## src/hw/bud_pkg.sv

```systemverilog
// Shared constants, opcodes and the decoded-field carrier for the branch unit.
package bud_pkg;
  // Register byte offsets on the AXI4-Lite slave.
  localparam logic [7:0] REG_CR = 8'h00;
  localparam logic [7:0] REG_LR = 8'h04;
  localparam logic [7:0] REG_CTR = 8'h08;
  localparam logic [7:0] REG_CTRL = 8'h0C;
  localparam logic [7:0] REG_STATUS = 8'h10;
  localparam logic [7:0] REG_TARGET = 8'h14;
  // Reset values and field positions.
  localparam logic [31:0] RST_CR = 32'h0000_0000;
  localparam logic [31:0] RST_LR = 32'h0000_0000;
  localparam logic [31:0] RST_CTR = 32'h0000_0000;
  localparam logic RST_ENABLE = 1'b1;
  localparam int CTRL_ENABLE_BIT = 0;
  localparam int STAT_TRAP_BIT = 0;
  localparam int STAT_SC_BIT = 1;
  localparam logic [1:0] RESP_OKAY = 2'h0;
  localparam logic [1:0] RESP_SLVERR = 2'h2;
  // Distance from a branch to the instruction after it, in bytes.
  localparam logic [31:0] INSTR_BYTES = 32'h0000_0004;
  // Primary and extended opcodes.
  localparam logic [5:0] OP_TRAP_IMM = 6'h03;
  localparam logic [5:0] OP_BRANCH_COND = 6'h10;
  localparam logic [5:0] OP_SYSCALL = 6'h11;
  localparam logic [5:0] OP_BRANCH = 6'h12;
  localparam logic [5:0] OP_GROUP_XL = 6'h13;
  localparam logic [5:0] OP_GROUP_X = 6'h1F;
  localparam logic [9:0] XO_FIELD_COPY = 10'h000;
  localparam logic [9:0] XO_BR_LINK = 10'h010;
  localparam logic [9:0] XO_BR_COUNT = 10'h210;
  localparam logic [9:0] XO_CR_AND = 10'h101;
  localparam logic [9:0] XO_CR_OR = 10'h1C1;
  localparam logic [9:0] XO_CR_XOR = 10'h0C1;
  localparam logic [9:0] XO_CR_NAND = 10'h0E1;
  localparam logic [9:0] XO_CR_NOR = 10'h021;
  localparam logic [9:0] XO_CR_EQV = 10'h121;
  localparam logic [9:0] XO_CR_ANDC = 10'h081;
  localparam logic [9:0] XO_CR_ORC = 10'h1A1;
  localparam logic [9:0] XO_TRAP = 10'h004;
  localparam logic [9:0] XO_MOVE_TO_SPR = 10'h1D3;
  localparam logic [9:0] XO_MOVE_FROM_SPR = 10'h153;
  localparam logic [9:0] SPR_NUM_LR = 10'h100;
  localparam logic [9:0] SPR_NUM_CTR = 10'h120;

  typedef struct packed {
    logic [5:0] primary_opcode;
    logic [4:0] source_gpr;
    logic [4:0] target_gpr;
    logic [4:0] rotate_count_field;
    logic [15:0] twos_complement_imm16;
    logic [9:0] special_reg_number;
    logic [3:0] segment_register_select;
    logic [4:0] trap_condition_mask;
    logic [3:0] imm_nibble_field;
    logic [15:0] unsigned_imm16;
    logic [9:0] extended_opcode;
    logic [8:0] ext_opcode_arith;
    logic [4:0] ext_opcode_short;
    logic ext_opcode_bit;
    logic record_flag;
  } bud_fields_t;
endpackage : bud_pkg

```

## src/hw/bud_branch_unit.sv

```systemverilog
// Branch processor with field decode, trap test, condition flags and an AXI4-Lite slave.
// What this block does
// - Bits 6-10 give source_gpr, the source register index.
// - Bits 6-10 give target_gpr, the result register index.
// - Bits 16-20 give rotate_count_field, the shift amount.
// - Bits 16-31 are a signed 16-bit immediate, sign-extended when widened.
// - Bits 11-20 give special_reg_number for special register moves.
// - Bits 11-15 select one of 16 segment registers; bit 11 ignored.
// - Bits 6-10 give trap_condition_mask, one bit per comparison outcome.
// - AND five comparison outcomes with mask bits 0-4; nonzero raises a trap.
// - Bits 16-19 give imm_nibble_field for the float status register.
// - Bits 16-31 are an unsigned 16-bit immediate, zero-extended when widened.
// - extended_opcode sits in 21-30, 22-30, 26-30 or bit 30 by form.
// - Branch targets ignore the two lowest bits, always word aligned.
// - Target is address plus offset, absolute, link register or count register.
// - A branch with link flag 1 writes the return address to link register.
// - Return address is the instruction directly after the branch.
// - Hold 32-bit condition_flags_reg, link register and count register.
// - Every branch runs unprivileged without a privilege exception.
// - A system call instruction raises an interrupt request.
// - Condition instructions copy a 4-bit field or combine single bits.
// - With record_flag 1 the result updates condition_flags_reg; else unchanged.
//
// Design decisions made here: the AXI4-Lite interface to the registers and the register addresses.
`timescale 1ns/1ps
module bud_branch_unit #(
  parameter int ADDR_W = 8
) (
  input wire logic i_core_clk,
  input wire logic i_rst_n,
  input wire logic [ADDR_W-1:0] i_s_axi_awaddr,
  input wire logic i_s_axi_awvalid,
  output logic o_s_axi_awready,
  input wire logic [31:0] i_s_axi_wdata,
  input wire logic [3:0] i_s_axi_wstrb,
  input wire logic i_s_axi_wvalid,
  output logic o_s_axi_wready,
  output logic [1:0] o_s_axi_bresp,
  output logic o_s_axi_bvalid,
  input wire logic i_s_axi_bready,
  input wire logic [ADDR_W-1:0] i_s_axi_araddr,
  input wire logic i_s_axi_arvalid,
  output logic o_s_axi_arready,
  output logic [31:0] o_s_axi_rdata,
  output logic [1:0] o_s_axi_rresp,
  output logic o_s_axi_rvalid,
  input wire logic i_s_axi_rready,
  input wire logic i_instr_valid,
  input wire logic [31:0] i_instr,
  input wire logic [31:0] i_instr_addr,
  input wire logic i_branch_cond_met,
  input wire logic [31:0] i_opa,
  input wire logic [31:0] i_opb,
  input wire logic i_rec_valid,
  input wire logic i_rec_flag,
  input wire logic [31:0] i_rec_value,
  input wire logic i_rec_overflow,
  output logic o_issue_done,
  output bud_pkg::bud_fields_t o_fields,
  output logic o_branch_taken,
  output logic [31:0] o_branch_target,
  output logic o_trap,
  output logic o_syscall_irq,
  output logic [31:0] o_spr_rdata
);
  initial begin
    if (ADDR_W < 5 || ADDR_W > 32) $error("ADDR_W must lie between 5 and 32.");
  end

  function automatic logic cr_bit_op(input logic [9:0] xo, input logic a, input logic b);
    case (xo)
      bud_pkg::XO_CR_AND: cr_bit_op = a & b;
      bud_pkg::XO_CR_OR: cr_bit_op = a | b;
      bud_pkg::XO_CR_XOR: cr_bit_op = a ^ b;
      bud_pkg::XO_CR_NAND: cr_bit_op = ~(a & b);
      bud_pkg::XO_CR_NOR: cr_bit_op = ~(a | b);
      bud_pkg::XO_CR_EQV: cr_bit_op = ~(a ^ b);
      bud_pkg::XO_CR_ANDC: cr_bit_op = a & ~b;
      default: cr_bit_op = a | ~b;
    endcase
  endfunction : cr_bit_op

  function automatic logic is_cr_logic(input logic [9:0] xo);
    is_cr_logic = xo == bud_pkg::XO_CR_AND || xo == bud_pkg::XO_CR_OR || xo == bud_pkg::XO_CR_XOR ||
                  xo == bud_pkg::XO_CR_NAND || xo == bud_pkg::XO_CR_NOR || xo == bud_pkg::XO_CR_EQV ||
                  xo == bud_pkg::XO_CR_ANDC || xo == bud_pkg::XO_CR_ORC;
  endfunction : is_cr_logic

  // Signed and unsigned comparison outcomes, ordered as mask bits 0 to 4.
  function automatic logic [4:0] compare_vec(input logic [31:0] a, input logic [31:0] b);
    compare_vec = {$signed(a) < $signed(b), $signed(a) > $signed(b), a == b, a < b, a > b};
  endfunction : compare_vec

  // Condition flags, link, count and control state.
  logic [31:0] condition_flags_reg;
  logic [31:0] link_reg;
  logic [31:0] count_reg;
  logic unit_enable;
  logic trap_seen;
  logic syscall_seen;
  logic [31:0] last_target;

  bud_pkg::bud_fields_t dec;
  bud_field_decode u_decode (
    .i_instr(i_instr),
    .o_fields(dec)
  );

  wire accept = i_instr_valid & unit_enable;
  wire [5:0] op = dec.primary_opcode;
  wire [9:0] xo = dec.extended_opcode;
  wire abs_flag = i_instr[1];
  wire link_flag = i_instr[0];
  wire is_b = op == bud_pkg::OP_BRANCH;
  wire is_bc = op == bud_pkg::OP_BRANCH_COND;
  wire is_blr = op == bud_pkg::OP_GROUP_XL && xo == bud_pkg::XO_BR_LINK;
  wire is_bctr = op == bud_pkg::OP_GROUP_XL && xo == bud_pkg::XO_BR_COUNT;
  wire is_branch = is_b | is_bc | is_blr | is_bctr;
  wire is_sc = op == bud_pkg::OP_SYSCALL;
  wire is_mcrf = op == bud_pkg::OP_GROUP_XL && xo == bud_pkg::XO_FIELD_COPY;
  wire is_crop = op == bud_pkg::OP_GROUP_XL && is_cr_logic(xo);
  wire is_tw = op == bud_pkg::OP_GROUP_X && xo == bud_pkg::XO_TRAP;
  wire is_twi = op == bud_pkg::OP_TRAP_IMM;
  wire is_mtspr = op == bud_pkg::OP_GROUP_X && xo == bud_pkg::XO_MOVE_TO_SPR;
  wire is_mfspr = op == bud_pkg::OP_GROUP_X && xo == bud_pkg::XO_MOVE_FROM_SPR;
  wire spr_lr = dec.special_reg_number == bud_pkg::SPR_NUM_LR;
  wire spr_ctr = dec.special_reg_number == bud_pkg::SPR_NUM_CTR;

  // Displacements are sign-extended to 32 bits before the add.
  wire [31:0] disp_long = {{6{i_instr[25]}}, i_instr[25:2], 2'b00};
  wire [31:0] disp_cond = {{16{i_instr[15]}}, i_instr[15:2], 2'b00};
  wire [31:0] disp = is_b ? disp_long : disp_cond;
  wire [31:0] rel_or_abs = abs_flag ? disp : i_instr_addr + disp;
  wire [31:0] raw_target = is_blr ? link_reg : (is_bctr ? count_reg : rel_or_abs);
  wire [31:0] target = {raw_target[31:2], 2'b00};
  // Branches carry no privilege check, so nothing here can fault on them.
  wire taken = accept & (is_b | (is_branch & ~is_b & i_branch_cond_met));
  wire do_link = accept & is_branch & link_flag;
  wire [31:0] return_addr = i_instr_addr + bud_pkg::INSTR_BYTES;

  // Trap operand b is the sign-extended immediate for the immediate form.
  wire [31:0] imm_sext = {{16{dec.twos_complement_imm16[15]}}, dec.twos_complement_imm16};
  wire [31:0] imm_zext = {16'h0000, dec.unsigned_imm16};
  wire [31:0] trap_b = is_twi ? imm_sext : i_opb;
  wire [4:0] trap_hits = compare_vec(i_opa, trap_b) & dec.trap_condition_mask;
  wire trap_now = accept & (is_tw | is_twi) & (|trap_hits);

  // Condition flag bit k lives at condition_flags_reg[31-k]; field n spans bits 4n..4n+3.
  wire [4:0] bt = i_instr[25:21];
  wire [4:0] ba = i_instr[20:16];
  wire [4:0] bb = i_instr[15:11];
  wire [2:0] dst_field = i_instr[25:23];
  wire [2:0] src_field = i_instr[20:18];
  wire [4:0] dst_lsb = 5'(5'd28 - {dst_field, 2'b00});
  wire [4:0] src_lsb = 5'(5'd28 - {src_field, 2'b00});
  wire crop_bit = cr_bit_op(xo, condition_flags_reg[5'(5'd31 - ba)], condition_flags_reg[5'(5'd31 - bb)]);
  wire [3:0] rec_field = {$signed(i_rec_value) < 0, $signed(i_rec_value) > 0, i_rec_value == 32'h0000_0000,
                          i_rec_overflow};

  // AXI4-Lite write: address and data are taken together once both are offered.
  wire wr_take = i_s_axi_awvalid & i_s_axi_wvalid & ~o_s_axi_bvalid;
  wire [7:0] wr_addr = 8'(i_s_axi_awaddr);
  wire wr_cr = wr_take && wr_addr == bud_pkg::REG_CR;
  wire wr_lr = wr_take && wr_addr == bud_pkg::REG_LR;
  wire wr_ctr = wr_take && wr_addr == bud_pkg::REG_CTR;
  wire wr_ctrl = wr_take && wr_addr == bud_pkg::REG_CTRL;
  wire wr_stat = wr_take && wr_addr == bud_pkg::REG_STATUS;
  wire wr_hit = wr_cr | wr_lr | wr_ctr | wr_ctrl | wr_stat | (wr_take && wr_addr == bud_pkg::REG_TARGET);
  wire [31:0] strb_mask = {{8{i_s_axi_wstrb[3]}}, {8{i_s_axi_wstrb[2]}}, {8{i_s_axi_wstrb[1]}},
                           {8{i_s_axi_wstrb[0]}}};
  assign o_s_axi_awready = wr_take;
  assign o_s_axi_wready = wr_take;

  wire rd_take = i_s_axi_arvalid & ~o_s_axi_rvalid;
  wire [7:0] rd_addr = 8'(i_s_axi_araddr);
  wire [31:0] status_word = {30'h0000_0000, syscall_seen, trap_seen};
  wire rd_hit = rd_addr == bud_pkg::REG_CR || rd_addr == bud_pkg::REG_LR || rd_addr == bud_pkg::REG_CTR ||
                rd_addr == bud_pkg::REG_CTRL || rd_addr == bud_pkg::REG_STATUS || rd_addr == bud_pkg::REG_TARGET;
  wire [31:0] rd_word = rd_addr == bud_pkg::REG_CR ? condition_flags_reg :
                        rd_addr == bud_pkg::REG_LR ? link_reg :
                        rd_addr == bud_pkg::REG_CTR ? count_reg :
                        rd_addr == bud_pkg::REG_CTRL ? {31'h0000_0000, unit_enable} :
                        rd_addr == bud_pkg::REG_STATUS ? status_word :
                        rd_addr == bud_pkg::REG_TARGET ? last_target : 32'h0000_0000;
  assign o_s_axi_arready = rd_take;

  // Next-state selection; the instruction stream wins over a bus write in the same cycle.
  logic [31:0] next_cr;
  logic [31:0] next_lr;
  logic [31:0] next_ctr;
  always_comb begin
    next_cr = condition_flags_reg;
    if (wr_cr) next_cr = (condition_flags_reg & ~strb_mask) | (i_s_axi_wdata & strb_mask);
    if (i_rec_valid && i_rec_flag) next_cr[31:28] = rec_field;
    if (accept && is_mcrf) next_cr[dst_lsb +: 4] = condition_flags_reg[src_lsb +: 4];
    if (accept && is_crop) next_cr[5'(5'd31 - bt)] = crop_bit;
    next_lr = link_reg;
    if (wr_lr) next_lr = (link_reg & ~strb_mask) | (i_s_axi_wdata & strb_mask);
    if (accept && is_mtspr && spr_lr) next_lr = i_opa;
    if (do_link) next_lr = return_addr;
    next_ctr = count_reg;
    if (wr_ctr) next_ctr = (count_reg & ~strb_mask) | (i_s_axi_wdata & strb_mask);
    if (accept && is_mtspr && spr_ctr) next_ctr = i_opa;
  end

  always_ff @(posedge i_core_clk) begin
    if (!i_rst_n) begin
      condition_flags_reg <= bud_pkg::RST_CR;
      link_reg <= bud_pkg::RST_LR;
      count_reg <= bud_pkg::RST_CTR;
    end else begin
      condition_flags_reg <= next_cr;
      link_reg <= next_lr;
      count_reg <= next_ctr;
    end
  end

  // Sticky status: a new event in the clearing cycle keeps its bit set.
  always_ff @(posedge i_core_clk) begin
    if (!i_rst_n) begin
      unit_enable <= bud_pkg::RST_ENABLE;
      trap_seen <= 1'b0;
      syscall_seen <= 1'b0;
      last_target <= 32'h0000_0000;
    end else begin
      if (wr_ctrl && i_s_axi_wstrb[0]) unit_enable <= i_s_axi_wdata[bud_pkg::CTRL_ENABLE_BIT];
      trap_seen <= trap_now | (trap_seen & ~(wr_stat & i_s_axi_wstrb[0] & i_s_axi_wdata[bud_pkg::STAT_TRAP_BIT]));
      syscall_seen <= (accept & is_sc) |
                      (syscall_seen & ~(wr_stat & i_s_axi_wstrb[0] & i_s_axi_wdata[bud_pkg::STAT_SC_BIT]));
      if (taken) last_target <= target;
    end
  end

  // Issue results, one cycle after the instruction is taken.
  always_ff @(posedge i_core_clk) begin
    if (!i_rst_n) begin
      o_issue_done <= 1'b0;
      o_fields <= '0;
      o_branch_taken <= 1'b0;
      o_branch_target <= 32'h0000_0000;
      o_trap <= 1'b0;
      o_syscall_irq <= 1'b0;
      o_spr_rdata <= 32'h0000_0000;
    end else begin
      o_issue_done <= accept;
      if (accept) o_fields <= dec;
      o_branch_taken <= taken;
      if (taken) o_branch_target <= target;
      o_trap <= trap_now;
      o_syscall_irq <= accept & is_sc;
      if (accept && is_mfspr) o_spr_rdata <= spr_lr ? link_reg : (spr_ctr ? count_reg : imm_zext);
    end
  end

  always_ff @(posedge i_core_clk) begin
    if (!i_rst_n) begin
      o_s_axi_bvalid <= 1'b0;
      o_s_axi_bresp <= bud_pkg::RESP_OKAY;
      o_s_axi_rvalid <= 1'b0;
      o_s_axi_rresp <= bud_pkg::RESP_OKAY;
      o_s_axi_rdata <= 32'h0000_0000;
    end else begin
      if (wr_take) begin
        o_s_axi_bvalid <= 1'b1;
        o_s_axi_bresp <= wr_hit ? bud_pkg::RESP_OKAY : bud_pkg::RESP_SLVERR;
      end else if (i_s_axi_bready) begin
        o_s_axi_bvalid <= 1'b0;
      end
      if (rd_take) begin
        o_s_axi_rvalid <= 1'b1;
        o_s_axi_rdata <= rd_word;
        o_s_axi_rresp <= rd_hit ? bud_pkg::RESP_OKAY : bud_pkg::RESP_SLVERR;
      end else if (i_s_axi_rready) begin
        o_s_axi_rvalid <= 1'b0;
      end
    end
  end
endmodule : bud_branch_unit

```

## src/hw/bud_field_decode.sv

```systemverilog
// Combinational split of one instruction word into its named fields.
`timescale 1ns/1ps
module bud_field_decode (
  input wire logic [31:0] i_instr,
  output bud_pkg::bud_fields_t o_fields
);
  // Instruction bit k counts from the most significant end, so it sits at i_instr[31-k].
  assign o_fields.primary_opcode = i_instr[31:26];
  assign o_fields.source_gpr = i_instr[25:21];
  assign o_fields.target_gpr = i_instr[25:21];
  assign o_fields.rotate_count_field = i_instr[15:11];
  assign o_fields.twos_complement_imm16 = i_instr[15:0];
  assign o_fields.special_reg_number = i_instr[20:11];
  // The first bit of the five-bit selector, i_instr[20], carries no meaning with 16 segment registers.
  assign o_fields.segment_register_select = i_instr[19:16];
  assign o_fields.trap_condition_mask = i_instr[25:21];
  assign o_fields.imm_nibble_field = i_instr[15:12];
  assign o_fields.unsigned_imm16 = i_instr[15:0];
  // All four placements are offered; the consumer picks the one its form uses.
  assign o_fields.extended_opcode = i_instr[10:1];
  assign o_fields.ext_opcode_arith = i_instr[9:1];
  assign o_fields.ext_opcode_short = i_instr[5:1];
  assign o_fields.ext_opcode_bit = i_instr[1];
  assign o_fields.record_flag = i_instr[0];
endmodule : bud_field_decode

```

## config.mk

```make
export PLATFORM = sky130hd
export DESIGN_NAME = bud_branch_unit
export DESIGN_NICKNAME = d
export VERILOG_FILES = /design/src/hw/bud_pkg.sv /design/src/hw/bud_branch_unit.sv /design/src/hw/bud_field_decode.sv
export SDC_FILE = /design/constraint.sdc
export NUM_CORES = 1
export LEC_CHECK = 0
export BUFFER_PORTS_ARGS = -buffer_cell sky130_fd_sc_hd__buf_2
export CAP_MARGIN = 20
export CORE_MARGIN = 5
export CORE_UTILIZATION = 55
export DETAILED_ROUTE_END_ITERATION = 7
export MAX_ROUTING_LAYER = met4
export PLACE_DENSITY = 0.78
export SLEW_MARGIN = 20
export SYNTH_ARGS = -nofsm -noshare
export SYNTH_HDL_FRONTEND = slang
export SYNTH_SLANG_ARGS = --single-unit
```

## constraint.sdc

```tcl
create_clock -name i_core_clk -period 7.8 [get_ports i_core_clk]
set_input_delay 0.78 -clock i_core_clk [delete_from_list [all_inputs] [get_ports i_core_clk]]
set_output_delay 0.78 -clock i_core_clk [all_outputs]
set_load 0.005 [all_outputs]
```

# --- Word-level counts from Yosys, hierarchy flattened ---
# Cells that the tools add are included.
# W data, S select, Z words.
totals:
  in_bits: 224
  mem_bits_ro: 0
  output_inout_bits: 211
  memories: 0
  latch_bits: 0
  ramBits: 0
  reg_bits: 279
  wordCells: 214
op_classes:
  n_bitwise: 52
  order_cmp: 10
  add_sub_neg: 8
  eq_ne: 32
  mux: 37
  mul: 0
  n_reduce_logical: 43
  div_mod_pow: 0
  n_shift: 3
op_table:
  columns: ["op", "count"]
  rows:
  - ["$mux W32", 21]
  - ["$and A32 B32 Y32", 4]
  - ["$or A32 B32 Y32", 3]
  - ["$eq A10 B9 Y1 const B", 8]
  - ["$bwmux W32", 2]
  - ["$gt A32 B32 Y1", 2]
  - ["$lt A32 B32 Y1", 2]
  - ["$add A32 B3 Y32 const B", 1]
  - ["$add A32 B32 Y32", 1]
  - ["$eq A32 B32 Y1", 1]
  - ["$eq A8 B4 Y1 const B", 4]
  - ["$eq A8 B5 Y1 const B", 4]
  - ["$gt A32 B1 Y1 const B", 1]
  - ["$logic_not A32 Y1", 1]
  - ["$lt A32 B1 Y1 const B", 1]
  - ["$not A32 Y32", 1]
  - ["$shift A4 B7 Y32 const A", 1]
  - ["$shiftx A32 B6 Y4", 1]
  - ["$shiftx A4 B7 Y32", 1]
  - ["$eq A10 B8 Y1 const B", 3]
  - ["$eq A6 B5 Y1 const B", 5]
  - ["$sub A5 B5 Y5 const A", 5]
  - ["$logic_and A1 B1 Y1", 22]
  - ["$and A1 B1 Y1", 19]
  - ["25 further kinds", 71]

# --- Longest topological paths before layout ---
logic_depth:
  ltp_word: 11
  ltp_mapped: 19
  mapped_depth_nobuf: 16

# --- By module ---
# A second synthesis with hierarchy kept.
hier_totals:
  cells_unflattened: 2660
  area_unflattened_um2: 20737.4
by_module_without_submodules:
  columns: ["module", "area_each_um2", "n_inst", "cells_each", "seq_area_each_um2"]
  rows:
  - ["bud_branch_unit", 19971.7, 1, 2558, 6065.8]
  - ["bud_field_decode", 765.7, 1, 102, 0.0]

# --- Worst setup path after synthesis ---
# No wires, ideal clock.
synth_path:
  path_kind: "input to register"
  start: "in i_instr[18]"
  end: "reg condition_flags_reg[0]"
  path_stages: 19
  setup_time_ps: 115
  t_required_ps: 7685
  n_path_buf: 3
  t_arrival_ps: 4108
  path_slack_ps: 3577
  cell_sequence: "clkbuf_1 clkbuf_1 nand2b_1 nor2_1 a211o_1 o22ai_1 nor3_1 a21oi_1 inv_1 ha_1 nand2_1 o21ai_0 a21oi_1 nor2_1 a311oi_1 o32a_1 clkbuf_1 o31ai_1 and2_1"
synth_between:
  elab_chain_cells: 8
  word_cells_on_any_way: 19
  classes_between: "2 x add/sub; 2 x shift; 7 x mux; 8 x bitwise"
synth_rtl:
  columns: ["item", "line", "rtl"]
  rows:
  - ["from (decl)", "bud_branch_unit.sv:49", "input wire logic [31:0] i_instr,"]
  - ["branches (longest 7 deep; another with $sub A5 B5 Y5)", null, null]
  - ["$mux W32 *", "bud_branch_unit.sv:196", "if (accept && is_crop) next_cr[5'(5'd31 - bt)] = crop_bit;"]
  - ["to (signal assigned)", "bud_branch_unit.sv:208", "condition_flags_reg <= bud_pkg::RST_CR;"]
  - ["to (signal assigned)", "bud_branch_unit.sv:212", "condition_flags_reg <= next_cr;"]
  - ["to (decl)", "bud_branch_unit.sv:95", "logic [31:0] condition_flags_reg;"]
# Mark *: on every way between the ends. The select of a mux whose other input is x is not followed.
# A chain may end at the register's enable or synchronous reset.

# --- Worst setup path in the final report ---
layout_path:
  start: "in i_instr[26]"
  end: "reg trap_seen"
layout_between:
  elab_chain_cells: 7
  word_cells_on_any_way: 15
  classes_between: "4 x order compare; 3 x eq/ne; 1 x mux; 5 x bitwise; 2 x reduce/logical"
layout_rtl:
  columns: ["item", "line", "rtl"]
  rows:
  - ["$eq A6 B2 Y1", "bud_branch_unit.sv:123", "wire is_twi = op == bud_pkg::OP_TRAP_IMM;"]
  - ["$mux W32", "bud_branch_unit.sv:144", "wire [31:0] trap_b = is_twi ? imm_sext : i_opb;"]
  - ["$gt A32 B32 Y1, or another cell as far along", "bud_branch_unit.sv:91", "compare_vec = {$signed(a) < $signed(b), $signed(a) > $signed(b), a == b, a < b, a > b};"]
  - ["$and A5 B5 Y5", "bud_branch_unit.sv:145", "wire [4:0] trap_hits = compare_vec(i_opa, trap_b) & dec.trap_condition_mask;"]
  - ["$reduce_or A5 Y1", "bud_branch_unit.sv:146", "wire trap_now = accept & (is_tw | is_twi) & (|trap_hits);"]
  - ["$and A1 B1 Y1 *", "bud_branch_unit.sv:146", null]
  - ["$or A1 B1 Y1 *", "bud_branch_unit.sv:227", "trap_seen <= trap_now | (trap_seen & ~(wr_stat & i_s_axi_wstrb[0] & i_s_axi_wdata[bud_pkg::STAT_TRAP_BIT]));"]
  - ["to (signal assigned)", "bud_branch_unit.sv:227", null]
  - ["to (decl)", "bud_branch_unit.sv:99", "logic trap_seen;"]
# Every way passes the cells marked *; elsewhere a longest branch is shown, timed or not.

==> results by group <==
Run status
  – Status: completed

Floorplanning
  – I/O pin count: 435
  – Die W: 188 µm
  – Core box area: 0.0314 mm²
  – Die H: 188 µm
  – Die area: 0.0353 mm²
  – Initial Util: 55.5%
  – Row count: 65

Clock tree
  – Clock buffer depth: 3
  – Post-CTS Hold Buffers: 0
  – Post-CTS resize count: 0
  – CTS H-Tree Depth: 1
  – Root Driver: clkbuf_16
  – Clock tree from TritonCTS: done
  – Setup Fix Bufs, Post-CTS: 0
  – Cts bufs inserted: 28
  – CTS Sinks: 233
  – Worst-Skew Late Latency: 560 ps
  – Clock-pin transition on the worst setup and hold timing paths: 60 ps

Setup path
  – Startpoint type of the worst setup path: input pin
  – Crit path max fanout: 39
  – Reg2reg path depth: 11
  – CP Class: in2reg
  – Setup crit end kind: register
  – Critical path required time: 8250 ps
  – Critical Path AT: 4920 ps

Route
  – Drc violations: 0
  – Wire length per cell: 27.6 µm
  – Vias per cell: 6.86
  – DR vias: 19700
  – Total Routed Length: 79500 µm
  – Drt first pass iters: 6
  – Remaining antenna violation count: 0
  – Initial DRC count: 2524

Logic synthesis
  – Share of flip-flops with an asynchronous set or reset: 0%
  – Commonest cells post-synth: nand2_1, dfxtp_1, nand3_1
  – Synth Warn #: 0
  – Number of synthesized flops with an enable pin: 0
  – Yosys top cell by area: dfxtp_1
  – Mapped Avg Cell Area: 7.90 µm²
  – Top-count cell post-synth: nand2_1
  – Register area share after synthesis: 26.8%
  – Synth Register Bits: 233
  – Synth top area cells: dfxtp_1, nand2_1, mux2i_1
  – Synth unique cells: 86
  – Post-Syn Area: 0.0174 mm²
  – Top cell type's share of synthesized area: 26.8%
  – Main synth FF type: dfxtp_1
  – Mapped Cells: 2206

Final layout
  – Final std cells w/o fill: 2878
  – Area grow syn2layout: 15.0%
  – Util after Layout: 63.8%
  – Final #Nets: 2747
  – Final instance area: 0.0200 mm²
  – Layout cells sized above 1: 23.8%

Timing
  – # setup viols final: 0
  – Setup TNS: 0 ps
  – Tcrit/Tclk final: 57.3%
  – Relative slew margins: 19.7%
  – Worst-Margin Slew: 1200 ps
  – Hold Worst Slack: 461 ps
  – Fmax: 0.224 GHz
  – Minimum clock period: 4470 ps
  – Final WS setup: 3330 ps
  – Final Max Tran Viols: 0
  – RSZ-0062 raised after global routing: no
  – Final hold viol count: 0
  – Clock Skews: 8.97 ps

Place
  – Final HPWL DP: 59800 µm
  – Post-place setup slack: 2490 ps
  – Placed cell count: 2826
  – GP Congestion: 1.05
  – Count of input and output buffers: 430
  – Area after DPL: 0.0191 mm²

Global route
  – Initial antenna violation count: 2
  – First-pass GRT wire length: 117000 µm
  – Vias in the first global route: 18400
  – Grt total ovfl: 0
  – Pin count of the biggest net entering global routing: 87
  – GRT Total Usage: 43.8%

Power and ir drop
  – Internal power: 2.26 mW
  – Switching Share: 29.8%
  – Max VDD drop: 0.152 mV
  – PD cells: 161 mW/mm²
  – Overall power: 3.23 mW
  – Comb power frac: 18.7%
  – P_sw: 961 µW
  – Leakage power: 9.38 nW
  – Clk pwr share: 42.8%
  – Seq pwr share: 38.5%

Min path
  – Cell count of the worst hold path: 2
  – Hold Path Class: reg2reg

Flow run
  – Maxcap violations: 0
area by class of cell:
class,instances,area (µm²)
Antenna cell,2,5.00
Multi-Input combinational cell,1710,11500
Inverter,26,97.6
Sequential cell,233,4660
Fill cell,2848,11400
Clock inverter,13,156
Clock buffer,37,796
Timing Repair Buffer,455,2350
Tap cell,402,503
layer usage:
metal / vias to the layer above / routed length, µm / track usage [%]
met1: 9235 / 28700 / 52.2
li1: 8567 / - / -
met4: 0 / 6640 / 28.3
met3: 356 / 8300 / 6.57
met5: - / 0 / -
met2: 1582 / 35800 / 69.3
power groups by stage:
stage | sequential (mW) | combinational, mW | clock (mW)
final | 1.24 | 0.604 | 1.38
after global routing | 1.24 | 0.644 | 1.43
after CTS | 1.24 | 0.587 | 1.38
after detailed placement | 1.27 | 0.584 | 0
after global placement | 1.27 | 0.578 | 0
after floorplan | 1.26 | 0.354 | 0
worst paths after layout:
path / startpoint / end / slack (ps)
max: i_instr[26] / trap_seen / 3330
min reg2reg: o_fields[101] / o_fields[101] / 460
max reg2reg: condition_flags_reg[30] / condition_flags_reg[28] / 4030
min: o_fields[101] / o_fields[101] / 460
logic make-up after synthesis:
| kind of cell | Yosys count | synth area share, % |
|---|---|---|
| AO/OA/AOI/OAI | 651 | 25.8 |
| XOR/XNOR | 43 | 2.16 |
| adder cells (fa/ha/maj) | 69 | 5.00 |
| buffers and inverters | 266 | 7.64 |
| flip-flops | 233 | 26.8 |
| multiplexers | 153 | 10.6 |
| other | 1 | 0.0215 |
| AND/OR/NAND/NOR | 790 | 22.0 |
placed cells by master (no fill, tap or decap), drive strengths merged, types with 6 or more instances in the layout:
master / n
buf: 455
nand2: 311
dfxtp: 233
nand3: 170
a21oi: 145
o21ai: 116
mux2i: 104
nor2: 90
a21boi: 83
ha: 68
o211a: 48
o211ai: 44
clkbuf: 37
nor3: 36
nor2b: 32
a21o: 32
and2: 29
a221oi: 28
mux2: 27
inv: 26
xnor2: 25
a22oi: 24
o31ai: 23
nand4: 23
mux4: 22
and3: 22
xor2: 18
a211oi: 15
nor4: 15
nand2b: 13
a31oi: 12
or3: 11
a31o: 10
o21a: 10
a222oi: 8
o221ai: 8
clkinv: 8
nand3b: 6
nor3b: 6
worst max-delay path, cell delays in order:
cell      delay, ps
buf_2           100
nor2b_1         250
nand2_1         170
or4_2           560
buf_4           310
nor2_2          610
a21oi_1         110
ha_1            320
a21o_1          160
a21o_1          170
a21oi_1         140
o21ai_0          90
a21o_1          160
a211oi_1        370
mux2i_1         250
o22ai_1         120
a31o_2          220
Note: power is estimated with default switching activity, not from simulation.
